**src/hw/cdd_map.svh**
```systemverilog
`ifndef CDD_MAP_SVH
`define CDD_MAP_SVH

// register bus widths
`define CDD_AW 10
`define CDD_DW 8

// register offsets
`define CDD_A_CAL 10'h018
`define CDD_A_ZD 10'h01e
`define CDD_A_STAT 10'h01f
`define CDD_A_DIV_MN 10'h190
`define CDD_A_DIV_CTL 10'h191
`define CDD_A_DIV_DCC 10'h192
`define CDD_DIV_STRIDE 10'h003
`define CDD_A_PREDIV 10'h1e0
`define CDD_A_SRC 10'h1e1
`define CDD_A_UPD 10'h232

// field positions
`define CDD_F_CAL_REQ 0
`define CDD_F_CAL_PRE 1
`define CDD_F_ZD_MODE 1
`define CDD_F_ZD_DIV 3
`define CDD_F_ST_DONE 6
`define CDD_F_ST_BUSY 7
`define CDD_F_N 0
`define CDD_F_M 4
`define CDD_F_PHASE 0
`define CDD_F_START 5
`define CDD_F_BYP 7
`define CDD_F_DCC_DIS 0
`define CDD_F_PREDIV 0
`define CDD_F_SRC 0
`define CDD_F_DIRECT 2
`define CDD_F_UPD 0

// reset values
`define CDD_RST_SRC 2'b10
`define CDD_RST_PREDIV 3'h1
`define CDD_RST_CAL_PRE 2'h3

// counts
`define CDD_CAL_CYCLES 4400
`define CDD_PREDIV_TOP 3'h5
`define CDD_CAL_DIV_BASE 5'h02

`endif

```
**src/hw/cdd_pkg.sv**
```systemverilog
package cdd_pkg;

  typedef enum logic [1:0] {
    CDD_SRC_EXT_DIV = 2'b00,
    CDD_SRC_EXT = 2'b01,
    CDD_SRC_OSC_DIV = 2'b10,
    CDD_SRC_BAD = 2'b11
  } cdd_src_e;

  typedef enum logic [1:0] {
    CDD_ZD_OFF = 2'b00,
    CDD_ZD_INT = 2'b01,
    CDD_ZD_RSV = 2'b10,
    CDD_ZD_EXT = 2'b11
  } cdd_zd_e;

  typedef enum logic {
    CDD_CAL_IDLE = 1'b0,
    CDD_CAL_RUN = 1'b1
  } cdd_cal_e;

  typedef struct packed {
    logic [9:0] addr;
    logic [7:0] wdata;
    logic wr;
    logic rd;
  } cdd_bus_s;

  typedef struct packed {
    logic [3:0] m;
    logic [3:0] n;
    logic [3:0] phase;
    logic start_hi;
    logic byp;
    logic dcc_dis;
  } cdd_ccfg_s;

  typedef struct packed {
    logic [5:0] cnt;
    logic [4:0] dly;
    logic lvl;
  } cdd_chan_s;

  typedef struct packed {
    cdd_ccfg_s [3:0] cfg;
    cdd_chan_s [3:0] ch;
    logic cal_req;
    logic [1:0] cal_pre;
    cdd_zd_e zd_mode;
    logic [1:0] zd_div;
    logic [2:0] prediv;
    cdd_src_e src;
    logic direct;
    logic [2:0] ext_sync;
    logic ext_lvl;
    logic [2:0] pre_cnt;
    logic direct_out;
    cdd_cal_e cal;
    logic cal_last;
    logic cal_done;
    logic [4:0] cal_pre_cnt;
    logic [12:0] cal_cnt;
    logic fb_clk;
    logic [7:0] rdata;
  } cdd_st_s;

endpackage

```
**src/hw/cdd_top.sv**
```systemverilog
// How it works
// - one calibration lasts 4400 calibration clocks
// - duration equals 4400 times R times prescale
// - calibration starts only on explicit request
// - calibration holds all dividers in sync
// - mode 01 feeds divider 0 back
// - mode 11 feeds external clock back
// - two bits pick external feedback divider
// - all four dividers restart together
// - each channel divides by 1 to 32
// - shared pre-divider divides by 1 to 6
// - output high N+1, low M+1 cycles
// - optional duty fix for M=N+1 or M=N
// - coarse delay up to 15 input cycles
// - each output may start high or low
// - oscillator direct path bypasses all dividers
// - source select 00/01/10 legal, 11 not
// - status bit reads 1 when calibration done
// - calibration clock is detector rate over prescale
//
// Implementation choice: strobed register access.
`timescale 1ns/1ps
`include "cdd_map.svh"

module cdd_top
  import cdd_pkg::*;
#(
  parameter int CAL_CYCLES = `CDD_CAL_CYCLES
) (
  // clock and reset
  input wire logic clk,
  input wire logic rst,
  // register port
  input wire cdd_bus_s bus,
  output logic [7:0] rdata,
  // clock sources
  input wire logic osc_edge,
  input wire logic ext_clk_pin,
  input wire logic pd_tick,
  // distribution outputs
  output logic [3:0] ch_out,
  output logic direct_out,
  output logic fb_clk,
  output logic [1:0] zd_div_sel,
  output logic sync_hold,
  output logic cal_done
);

  ////////////////////////////////////////////////////////////////////////
  // helpers

  // pre-divider code 0..5 means divide by 1..6; larger codes clamp to 6
  function automatic logic [2:0] prediv_last(input logic [2:0] code);
    logic [2:0] c;
    c = (code > `CDD_PREDIV_TOP) ? `CDD_PREDIV_TOP : code;
    return c;
  endfunction

  // calibration prescale 2, 4, 8 or 16
  function automatic logic [4:0] cal_div(input logic [1:0] code);
    logic [4:0] d;
    d = `CDD_CAL_DIV_BASE << code;
    return d;
  endfunction

  // half-period lengths in input edges; counting edges, not cycles,
  // lets the duty fix land on the half cycle an odd ratio needs
  function automatic logic [5:0] phase_len(input cdd_ccfg_s c,
                                           input logic hi);
    logic fix;
    logic [5:0] len;
    fix = !c.dcc_dis && ((c.m == c.n) ||
          ({1'b0, c.m} == {1'b0, c.n} + 5'h01));
    if (fix) begin
      len = {2'h0, c.m} + {2'h0, c.n} + 6'h02;
    end else if (hi) begin
      len = {1'b0, c.n, 1'b0} + 6'h02;
    end else begin
      len = {1'b0, c.m, 1'b0} + 6'h02;
    end
    return len;
  endfunction

  function automatic cdd_chan_s chan_step(input cdd_chan_s s,
                                          input cdd_ccfg_s c,
                                          input logic tick,
                                          input logic hold);
    cdd_chan_s r;
    r = s;
    if (hold) begin
      r.lvl = c.start_hi;
      r.cnt = 6'h00;
      r.dly = {c.phase, 1'b0};
    end else if (tick) begin
      if (c.byp) begin
        r.lvl = ~s.lvl;
      end else if (s.dly != 5'h00) begin
        r.dly = s.dly - 5'h01;
      end else if (s.cnt + 6'h01 == phase_len(c, s.lvl)) begin
        r.cnt = 6'h00;
        r.lvl = ~s.lvl;
      end else begin
        r.cnt = s.cnt + 6'h01;
      end
    end
    return r;
  endfunction

  ////////////////////////////////////////////////////////////////////////
  // state

  cdd_st_s st_ff;
  cdd_st_s nxt_st;

  logic ext_edge;
  logic raw_edge;
  logic use_pre;
  logic src_tick;
  logic hold;
  logic cal_start;
  logic cal_clk;
  logic [9:0] ch_off;
  logic [7:0] rd_val;

  always_comb begin
    nxt_st = st_ff;
    ext_edge = 1'b0;
    raw_edge = 1'b0;
    use_pre = 1'b0;
    src_tick = 1'b0;
    cal_start = 1'b0;
    cal_clk = 1'b0;
    ch_off = 10'h000;
    rd_val = 8'h00;

    // external clock pin: three flops, change taken once two agree
    nxt_st.ext_sync = {st_ff.ext_sync[1:0], ext_clk_pin};
    if ((st_ff.ext_sync[1] == st_ff.ext_sync[2]) &&
        (st_ff.ext_sync[2] != st_ff.ext_lvl)) begin
      ext_edge = 1'b1;
      nxt_st.ext_lvl = st_ff.ext_sync[2];
    end

    // source select; code 11 gives the dividers no input at all
    unique case (st_ff.src)
      CDD_SRC_EXT_DIV: begin
        raw_edge = ext_edge;
        use_pre = 1'b1;
      end
      CDD_SRC_EXT: begin
        raw_edge = ext_edge;
      end
      CDD_SRC_OSC_DIV: begin
        raw_edge = osc_edge;
        use_pre = 1'b1;
      end
      CDD_SRC_BAD: begin
        raw_edge = 1'b0;
      end
    endcase

    // shared pre-divider, counted in edges so odd ratios stay balanced
    if (!use_pre) begin
      src_tick = raw_edge;
      nxt_st.pre_cnt = 3'h0;
    end else if (raw_edge) begin
      if (st_ff.pre_cnt >= prediv_last(st_ff.prediv)) begin
        nxt_st.pre_cnt = 3'h0;
        src_tick = 1'b1;
      end else begin
        nxt_st.pre_cnt = st_ff.pre_cnt + 3'h1;
      end
    end

    // oscillator straight to the drivers, no divider on the way
    if (st_ff.direct && st_ff.src == CDD_SRC_OSC_DIV && osc_edge) begin
      nxt_st.direct_out = ~st_ff.direct_out;
    end else if (!st_ff.direct) begin
      nxt_st.direct_out = 1'b0;
    end

    // one shared hold and one shared tick keep the channels aligned
    hold = (st_ff.cal == CDD_CAL_RUN);
    for (int i = 0; i < 4; i++) begin
      nxt_st.ch[i] = chan_step(st_ff.ch[i], st_ff.cfg[i], src_tick,
                               hold);
    end

    // loop feedback routing
    unique case (st_ff.zd_mode)
      CDD_ZD_INT: nxt_st.fb_clk = st_ff.ch[0].lvl;
      CDD_ZD_EXT: nxt_st.fb_clk = st_ff.ext_lvl;
      CDD_ZD_OFF: nxt_st.fb_clk = 1'b0;
      CDD_ZD_RSV: nxt_st.fb_clk = 1'b0;
    endcase

    // calibration sequencer; runs off the detector tick only
    unique case (st_ff.cal)
      CDD_CAL_IDLE: begin
        nxt_st.cal_pre_cnt = 5'h00;
        nxt_st.cal_cnt = 13'h0000;
      end
      CDD_CAL_RUN: begin
        if (pd_tick) begin
          if (st_ff.cal_pre_cnt + 5'h01 == cal_div(st_ff.cal_pre)) begin
            nxt_st.cal_pre_cnt = 5'h00;
            cal_clk = 1'b1;
          end else begin
            nxt_st.cal_pre_cnt = st_ff.cal_pre_cnt + 5'h01;
          end
        end
        if (cal_clk) begin
          if (st_ff.cal_cnt == 13'(CAL_CYCLES - 1)) begin
            nxt_st.cal = CDD_CAL_IDLE;
            nxt_st.cal_done = 1'b1;
          end else begin
            nxt_st.cal_cnt = st_ff.cal_cnt + 13'h0001;
          end
        end
      end
    endcase

    // register writes
    if (bus.wr) begin
      unique case (bus.addr)
        `CDD_A_CAL: begin
          nxt_st.cal_req = bus.wdata[`CDD_F_CAL_REQ];
          nxt_st.cal_pre = bus.wdata[`CDD_F_CAL_PRE +: 2];
        end
        `CDD_A_ZD: begin
          nxt_st.zd_mode = cdd_zd_e'(bus.wdata[`CDD_F_ZD_MODE +: 2]);
          nxt_st.zd_div = bus.wdata[`CDD_F_ZD_DIV +: 2];
        end
        `CDD_A_PREDIV: nxt_st.prediv = bus.wdata[`CDD_F_PREDIV +: 3];
        `CDD_A_SRC: begin
          nxt_st.src = cdd_src_e'(bus.wdata[`CDD_F_SRC +: 2]);
          nxt_st.direct = bus.wdata[`CDD_F_DIRECT];
        end
        `CDD_A_UPD: begin
          // only a fresh request at update starts a run; rewriting
          // loop settings never does
          if (bus.wdata[`CDD_F_UPD]) begin
            nxt_st.cal_last = st_ff.cal_req;
            cal_start = st_ff.cal_req && !st_ff.cal_last;
          end
        end
        default: begin
          for (int i = 0; i < 4; i++) begin
            ch_off = 10'(i) * `CDD_DIV_STRIDE;
            if (bus.addr == `CDD_A_DIV_MN + ch_off) begin
              nxt_st.cfg[i].n = bus.wdata[`CDD_F_N +: 4];
              nxt_st.cfg[i].m = bus.wdata[`CDD_F_M +: 4];
            end
            if (bus.addr == `CDD_A_DIV_CTL + ch_off) begin
              nxt_st.cfg[i].phase = bus.wdata[`CDD_F_PHASE +: 4];
              nxt_st.cfg[i].start_hi = bus.wdata[`CDD_F_START];
              nxt_st.cfg[i].byp = bus.wdata[`CDD_F_BYP];
            end
            if (bus.addr == `CDD_A_DIV_DCC + ch_off) begin
              nxt_st.cfg[i].dcc_dis = bus.wdata[`CDD_F_DCC_DIS];
            end
          end
        end
      endcase
    end

    if (cal_start) begin
      nxt_st.cal = CDD_CAL_RUN;
      nxt_st.cal_done = 1'b0;
      nxt_st.cal_pre_cnt = 5'h00;
      nxt_st.cal_cnt = 13'h0000;
    end

    // register reads, answered in the next cycle; unmapped reads zero
    if (bus.rd) begin
      unique case (bus.addr)
        `CDD_A_CAL: begin
          rd_val[`CDD_F_CAL_REQ] = st_ff.cal_req;
          rd_val[`CDD_F_CAL_PRE +: 2] = st_ff.cal_pre;
        end
        `CDD_A_ZD: begin
          rd_val[`CDD_F_ZD_MODE +: 2] = st_ff.zd_mode;
          rd_val[`CDD_F_ZD_DIV +: 2] = st_ff.zd_div;
        end
        `CDD_A_STAT: begin
          rd_val[`CDD_F_ST_DONE] = st_ff.cal_done;
          rd_val[`CDD_F_ST_BUSY] = (st_ff.cal == CDD_CAL_RUN);
        end
        `CDD_A_PREDIV: rd_val[`CDD_F_PREDIV +: 3] = st_ff.prediv;
        `CDD_A_SRC: begin
          rd_val[`CDD_F_SRC +: 2] = st_ff.src;
          rd_val[`CDD_F_DIRECT] = st_ff.direct;
        end
        default: begin
          for (int i = 0; i < 4; i++) begin
            ch_off = 10'(i) * `CDD_DIV_STRIDE;
            if (bus.addr == `CDD_A_DIV_MN + ch_off) begin
              rd_val[`CDD_F_N +: 4] = st_ff.cfg[i].n;
              rd_val[`CDD_F_M +: 4] = st_ff.cfg[i].m;
            end
            if (bus.addr == `CDD_A_DIV_CTL + ch_off) begin
              rd_val[`CDD_F_PHASE +: 4] = st_ff.cfg[i].phase;
              rd_val[`CDD_F_START] = st_ff.cfg[i].start_hi;
              rd_val[`CDD_F_BYP] = st_ff.cfg[i].byp;
            end
            if (bus.addr == `CDD_A_DIV_DCC + ch_off) begin
              rd_val[`CDD_F_DCC_DIS] = st_ff.cfg[i].dcc_dis;
            end
          end
        end
      endcase
    end
    nxt_st.rdata = rd_val;
  end

  ////////////////////////////////////////////////////////////////////////
  // registers

  always_ff @(posedge clk or posedge rst) begin
    if (rst) begin
      st_ff <= '0;
      st_ff.src <= cdd_src_e'(`CDD_RST_SRC);
      st_ff.prediv <= `CDD_RST_PREDIV;
      st_ff.cal_pre <= `CDD_RST_CAL_PRE;
      st_ff.zd_mode <= CDD_ZD_OFF;
      st_ff.cal <= CDD_CAL_IDLE;
    end else begin
      st_ff <= nxt_st;
    end
  end

  ////////////////////////////////////////////////////////////////////////
  // outputs, all straight from the state flops

  always_comb begin
    for (int i = 0; i < 4; i++) begin
      ch_out[i] = st_ff.ch[i].lvl;
    end
  end

  assign rdata = st_ff.rdata;
  assign direct_out = st_ff.direct_out;
  assign fb_clk = st_ff.fb_clk;
  assign zd_div_sel = st_ff.zd_div;
  assign sync_hold = (st_ff.cal == CDD_CAL_RUN);
  assign cal_done = st_ff.cal_done;

endmodule

```
**config.mk**
```make
export PLATFORM = sky130hd
export DESIGN_NAME = cdd_top
export DESIGN_NICKNAME = d
export VERILOG_FILES = /design/src/hw/cdd_pkg.sv /design/src/hw/cdd_top.sv
export VERILOG_INCLUDE_DIRS = /design/src /design/src/hw
export SDC_FILE = /design/constraint.sdc
export NUM_CORES = 1
export LEC_CHECK = 0
export BUFFER_PORTS_ARGS = -buffer_cell sky130_fd_sc_hd__buf_2
export CORE_ASPECT_RATIO = 1.2
export CORE_MARGIN = 4
export CORE_UTILIZATION = 35
export CTS_CLUSTER_SIZE = 30
export DETAILED_ROUTE_END_ITERATION = 10
export GPL_TIMING_DRIVEN = 0
export SLEW_MARGIN = 20
export SYNTH_ARGS = -nofsm -noshare
export SYNTH_HDL_FRONTEND = slang
export SYNTH_SLANG_ARGS = --single-unit
```
**constraint.sdc**
```tcl
create_clock -name clk -period 6.45 [get_ports clk]
set_input_delay 0.3225 -clock clk [delete_from_list [all_inputs] [get_ports clk]]
set_output_delay 0.3225 -clock clk [all_outputs]
set_load 0.03 [all_outputs]
```
==> metrics, run 1 <==
Max VDD drop 152 uV; ys flop type dfrtp_1; cells after synthesis 1127; Cell Area, Synth 0.0109 sq mm; Worst setup EP type flip-flop; Die ar. 0.0341 sq mm; Lkg Pwr 5.49 nW; most frequent cells in the layout dfrtp_1, nand2_1, nor2_1, xnor2_1, mux2_1; vias in the first global route 8644; status finished clean; setup TNS 0 ns; clock latency on the worst-skew pair 0.44 ns; routability cong. 0.902; clock sink count 159; drc violations 0; first-pass GRT wire length 46.7 mm; Via density 5.43; Fin Hold WS 0.132 ns; sequential fraction of the synthesis area 36.5%; max cap viols 0; core area 0.0307 sq mm; Synth area leader dfrtp_1; ys async rst share 100%; CTS tree built; FP Rows 70; post-synth top area share 35.5%; top cells by area, synth dfrtp_1, mux2_1, ha_1; Worst-Margin Slew 0.808 ns; synth unique cells 97; Final ANT Viol Nets 0; chip width 169 um; Initial Util 35.6%; DR iter-0 viols 611; period utilization 57.7%; final setup vio count 0; maximum fanout along the worst path 6; Clock transition at path regs 0.07 ns; kind of start point of the critical path flip-flop; I/O Buffers 40; Worst Slack Setup Final 2.73 ns; gr ovfl total 0; WL/cell 18.0 um; Slew Limit Fails 0; HPWL after DPL 21.9 mm; Post-Route WL 28.8 mm; total power draw 2.66 mW; GRT Util Overall 17.0%; Peak Freq 269 MHz; Post-CTS Resized 0; drt pass-1 iters 5; cell total after placement 1564; HP Class input pin to flip-flop; post-layout instance area 0.0123 sq mm; worst setup path class flip-flop to flip-flop; Die H 202 um; number of CTS-inserted buffers 17; Max Root-Sink Buffers 2; # nets final 1270; yosys warns 0; synthesized area per cell 9.70 sq um; worst endpoint required time 6.78 ns; proportion of layout cells with a drive suffix above 1 12.6%; antenna violations before repair 0; RSZ-0062 raised after global routing false; Seq cells post-synth 159; Area growth, synth to finish 12.4%; Fin. Hold Viols 0; largest net degree at the start of global routing 101; Arrival @ worst endpoint 4.04 ns; clock skew 0.0129 ns; pwr/cell area 217 mW/mm^2; final core occ 40.1%; post-layout minimum cycle time 3.72 ns; I/O Pins 43; vias 8687; Syn Nets 1208; Post-Layout Cell Count 1599; commonest non-fill, non-tap cell in the layout dfrtp_1; Post-synth EDFFs 0; htree depth 4; dpl ws 2.75 ns; CTS root buffer clkbuf_16; Placed Area 0.0117 sq mm; max_slew headroom 46.2%
worst max-delay path: stages, from the launching register on:
cell and delay (ns):
dfrtp_1 0.46, inv_1 0.08, ha_1 0.31, inv_1 0.07
ha_1 0.16, inv_1 0.06, fa_1 0.44, nor2b_1 0.21
o21a_1 0.16, a211oi_1 0.05, o311ai_0 0.42, o21ai_0 0.23
or4_1 0.63, and2_1 0.18, a22o_1 0.17
flip-flops by register name (all words and copies together) (netlist names):
signal	flops
rdata	8
st_ff	139
fb_clk	1
direct_out	1
cal_done	1
sync_hold	1
ch_out	4
zd_div_sel	2
nxt_st	2
worst paths after layout:
| kind | start | to | slack, ns | cells after the start |
|---|---|---|---|---|
| worst max-delay path | st_ff[141] | st_ff[82] | 2.73 | 14 |
| worst min-delay path | bus[4] | st_ff[153] | 0.13 | 2 |
| worst max register to register | st_ff[141] | st_ff[82] | 2.73 | 14 |
| worst min register to register | nxt_st[36] | nxt_st[37] | 0.36 | 0 |
| max in group asynchronous | rst | st_ff[144] | 5.09 | 4 |
| min in group asynchronous | rst | st_ff[85] | 0.45 | 3 |
timing repair:
| item | CTS | global route |
|---|---|---|
| hold buffers | 2 | 0 |
| endpoints found under the hold margin | 60 | 0 |
| buffers inserted | 0 | 0 |
where the power goes:
part           internal, mW  total [mW]  switching, mW
Clock                 0.592        1.04          0.445
Combinational         0.201       0.463          0.262
Sequential             1.08        1.16         0.0806
synth_stat cells, types with 30 or more instances:
library cell	n
xor2_1	43
inv_1	51
a21oi_1	42
nand3_1	40
xnor2_1	63
mux2_1	60
ha_1	52
o21ai_0	30
nand2_1	90
dfrtp_1	155
clkbuf_1	33
nor2_1	70
cells by family after synthesis:
logic type | synth area share (%)
and+or+nand+nor | 18.1
AOI/OAI and AO/OA | 13.3
buffers and inverters | 4.85
adders and majority gates | 6.78
muxes | 10.8
DFF | 36.5
xor gates and xnor gates | 9.67
layout make-up:
cell class | instances | area, sq um
antenna | 1 | 2.50
fill | 3084 | 18400
tap | 396 | 495
multi-input combinational | 857 | 6410
buffer | 60 | 339
timing repair buffer | 43 | 248
sequential | 159 | 3980
clock buffer | 20 | 447
inverter | 51 | 199
clock inverter | 12 | 150
per-layer routing:
layer | part of all wire (%) | track usage [%] | wire, um | vias up
met3 | 4.2 | 2.69 | 1210 | 42
li1 | - | - | - | 4199
met1 | 44 | 22.3 | 12700 | 4251
met2 | 49 | 28.5 | 14000 | 195
met5 | 0 | 0 | 0 | -
met4 | 2.7 | 5.81 | 773 | 0
No activity file was read; power rests on OpenSTA's default activity.
==> run 2, diff against run 1 <==
Clock period 6.45 ns to 3.36 ns, I/O delays scaled along.
==> run 2 against run 1 <==
Compared with the run above: worst hold slack worse by 0.055 ns; die area unchanged; via count grew 2.0%; worst setup slack worse by 2.7 ns; utilization increased by 1.7 points; global-route usage about the same; count of clock-buffer cells in the layout is 2 higher; clock power increased by 99%; sequential share of layout area decreased by 1.2 points; fmax up 12%; non-clock buffer count up 25.
==> metrics, run 2 (synthesized netlist as in run 1, its figures left out) <==
period utilization 99.0%; Initial Util 35.6%; # nets final 1295; Max Root-Sink Buffers 2; Via density 5.45; Reg2Reg Depth 13; routability cong. 0.875; largest net degree at the start of global routing 34; most frequent cells in the layout dfrtp_1, nand2_1, nor2_1, xnor2_1, mux2_1; Peak Freq 301 MHz; Placed Area 0.0118 sq mm; drt pass-1 iters 6; Arrival @ worst endpoint 3.64 ns; post-layout minimum cycle time 3.33 ns; Slew Limit Fails 0; clock skew 0.0126 ns; fill count 3000; chip width 169 um; Post-Route WL 28.9 mm; HPWL after DPL 21.7 mm; DR iter-0 viols 618; RSZ-0062 raised after global routing true; number of CTS-inserted buffers 17; kind of start point of the critical path flip-flop; dpl ws -0.372 ns; number of flip-flops in the largest register 139; Max VDD drop 218 uV; Clock transition at path regs 0.07 ns; Crit Reg-Reg Startpoint st_ff[111]; combinational fraction of design power 18.2%; Worst setup EP type flip-flop; Critical path origin st_ff[111]; proportion of layout cells with a drive suffix above 1 17.6%; clock latency on the worst-skew pair 0.44 ns; Sw Share 28.6%; Post-Layout Cell Count 1624; HP Start bus[8]; most flop-heavy register st_ff; commonest non-fill, non-tap cell in the layout dfrtp_1; status finished clean; total power draw 5.25 mW; CTS root buffer clkbuf_16; Area growth, synth to finish 17.0%; gr ovfl total 0; clock share of power 39.3%; Fin Hold WS 0.0770 ns; pwr/cell area 411 mW/mm^2; Internal 3.75 mW; Worst-Margin Slew 0.820 ns; final setup vio count 0; switching pwr 1.50 mW; Worst Slack Setup Final 0.0348 ns; worst setup path class flip-flop to flip-flop; Fin. Hold Viols 0; I/O Buffers 40; clock sink count 159; WL/cell 17.8 um; drc violations 0; core area 0.0307 sq mm; vias in the first global route 8692; antenna violations before repair 0; Min-Delay Path Depth 2; max cap viols 0; cell total after placement 1569; vias 8857; HP Class input pin to flip-flop; worst endpoint required time 3.68 ns; setup TNS 0 ns; Die H 202 um; CTS tree built; first-pass GRT wire length 46.8 mm; maximum fanout along the worst path 7; GRT Util Overall 17.0%; Final ANT Viol Nets 0; Lkg Pwr 5.69 nW; Reg power frac 42.4%; final core occ 41.7%; FP Rows 70; max_slew headroom 45.4%; htree depth 4; post-layout instance area 0.0128 sq mm; I/O Pins 43; Die ar. 0.0341 sq mm
run 2: cell types whose count changed in the layout (fill, tap and decap cells not counted), moves of 4 or more:
cell     previous run  this run
buf_4              17        34
dfrtp_2             0         8
inv_2               0         6
buf_12              1         5
ha_4                0         4
dfrtp_1           155       147
inv_1              50        43
ha_1               52        46
run 2: worst paths after layout:
| kind | to | slack [ns] |
|---|---|---|
| setup / recovery | st_ff[59] | 0.03 |
| hold / removal | st_ff[157] | 0.08 |
| setup reg to reg | st_ff[59] | 0.03 |
| hold reg to reg | nxt_st[37] | 0.35 |
| max in group asynchronous | st_ff[40] | 2.24 |
| min in group asynchronous | st_ff[81] | 0.22 |
run 2: metal layers:
layer / GRT usage, % / vias up / share of wire (%)
met3: 3.05 / 34 / 3.8
met4: 4.89 / 0 / 1.9
met2: 28.6 / 177 / 49
met1: 22.4 / 4401 / 45
li1: - / 4245 / -
met5: 0 / - / 0
run 2: layout make-up:
type	count	area (sq um)	share of cell area [%]
Multi-Input combinational cell	857	6620	51.7
Buffer	59	337	2.63
Clock inverter	10	150	1.17
Antenna cell	1	2.50	0.0196
Clock buffer	22	474	3.71
Tap cell	396	495	3.87
Timing Repair Buffer	69	526	4.11
Sequential cell	159	3990	31.2
Inverter	51	198	1.55
run 2: power by group through the flow:
stage                     Combinational, mW  Sequential (mW)  Clock (mW)
final                                 0.958             2.23        2.07
after global routing                   1.09             2.25        2.20
after CTS                             0.924             2.23        2.10
after detailed placement              0.895             2.26           0
after global placement                0.856             2.26           0
after floorplan                       0.674             2.23           0
run 2: critical path: stages, from the launching register on:
cell,delay (ns)
dfrtp_2,0.45
inv_2,0.09
ha_4,0.20
inv_4,0.05
ha_4,0.13
inv_2,0.04
fa_1,0.45
nor2b_1,0.14
or3_1,0.31
o211ai_1,0.25
xnor2_1,0.13
a211oi_2,0.49
a21oi_2,0.15
a221o_1,0.32
run 2: repair_timing:
action,in CTS,in global routing
setup buffers,4,15
resized for setup,15,40
cloned,0,0
hold buffers,4,0
setup endpoints to repair,21,32
hold endpoints to repair,59,0
pin swaps,2,16
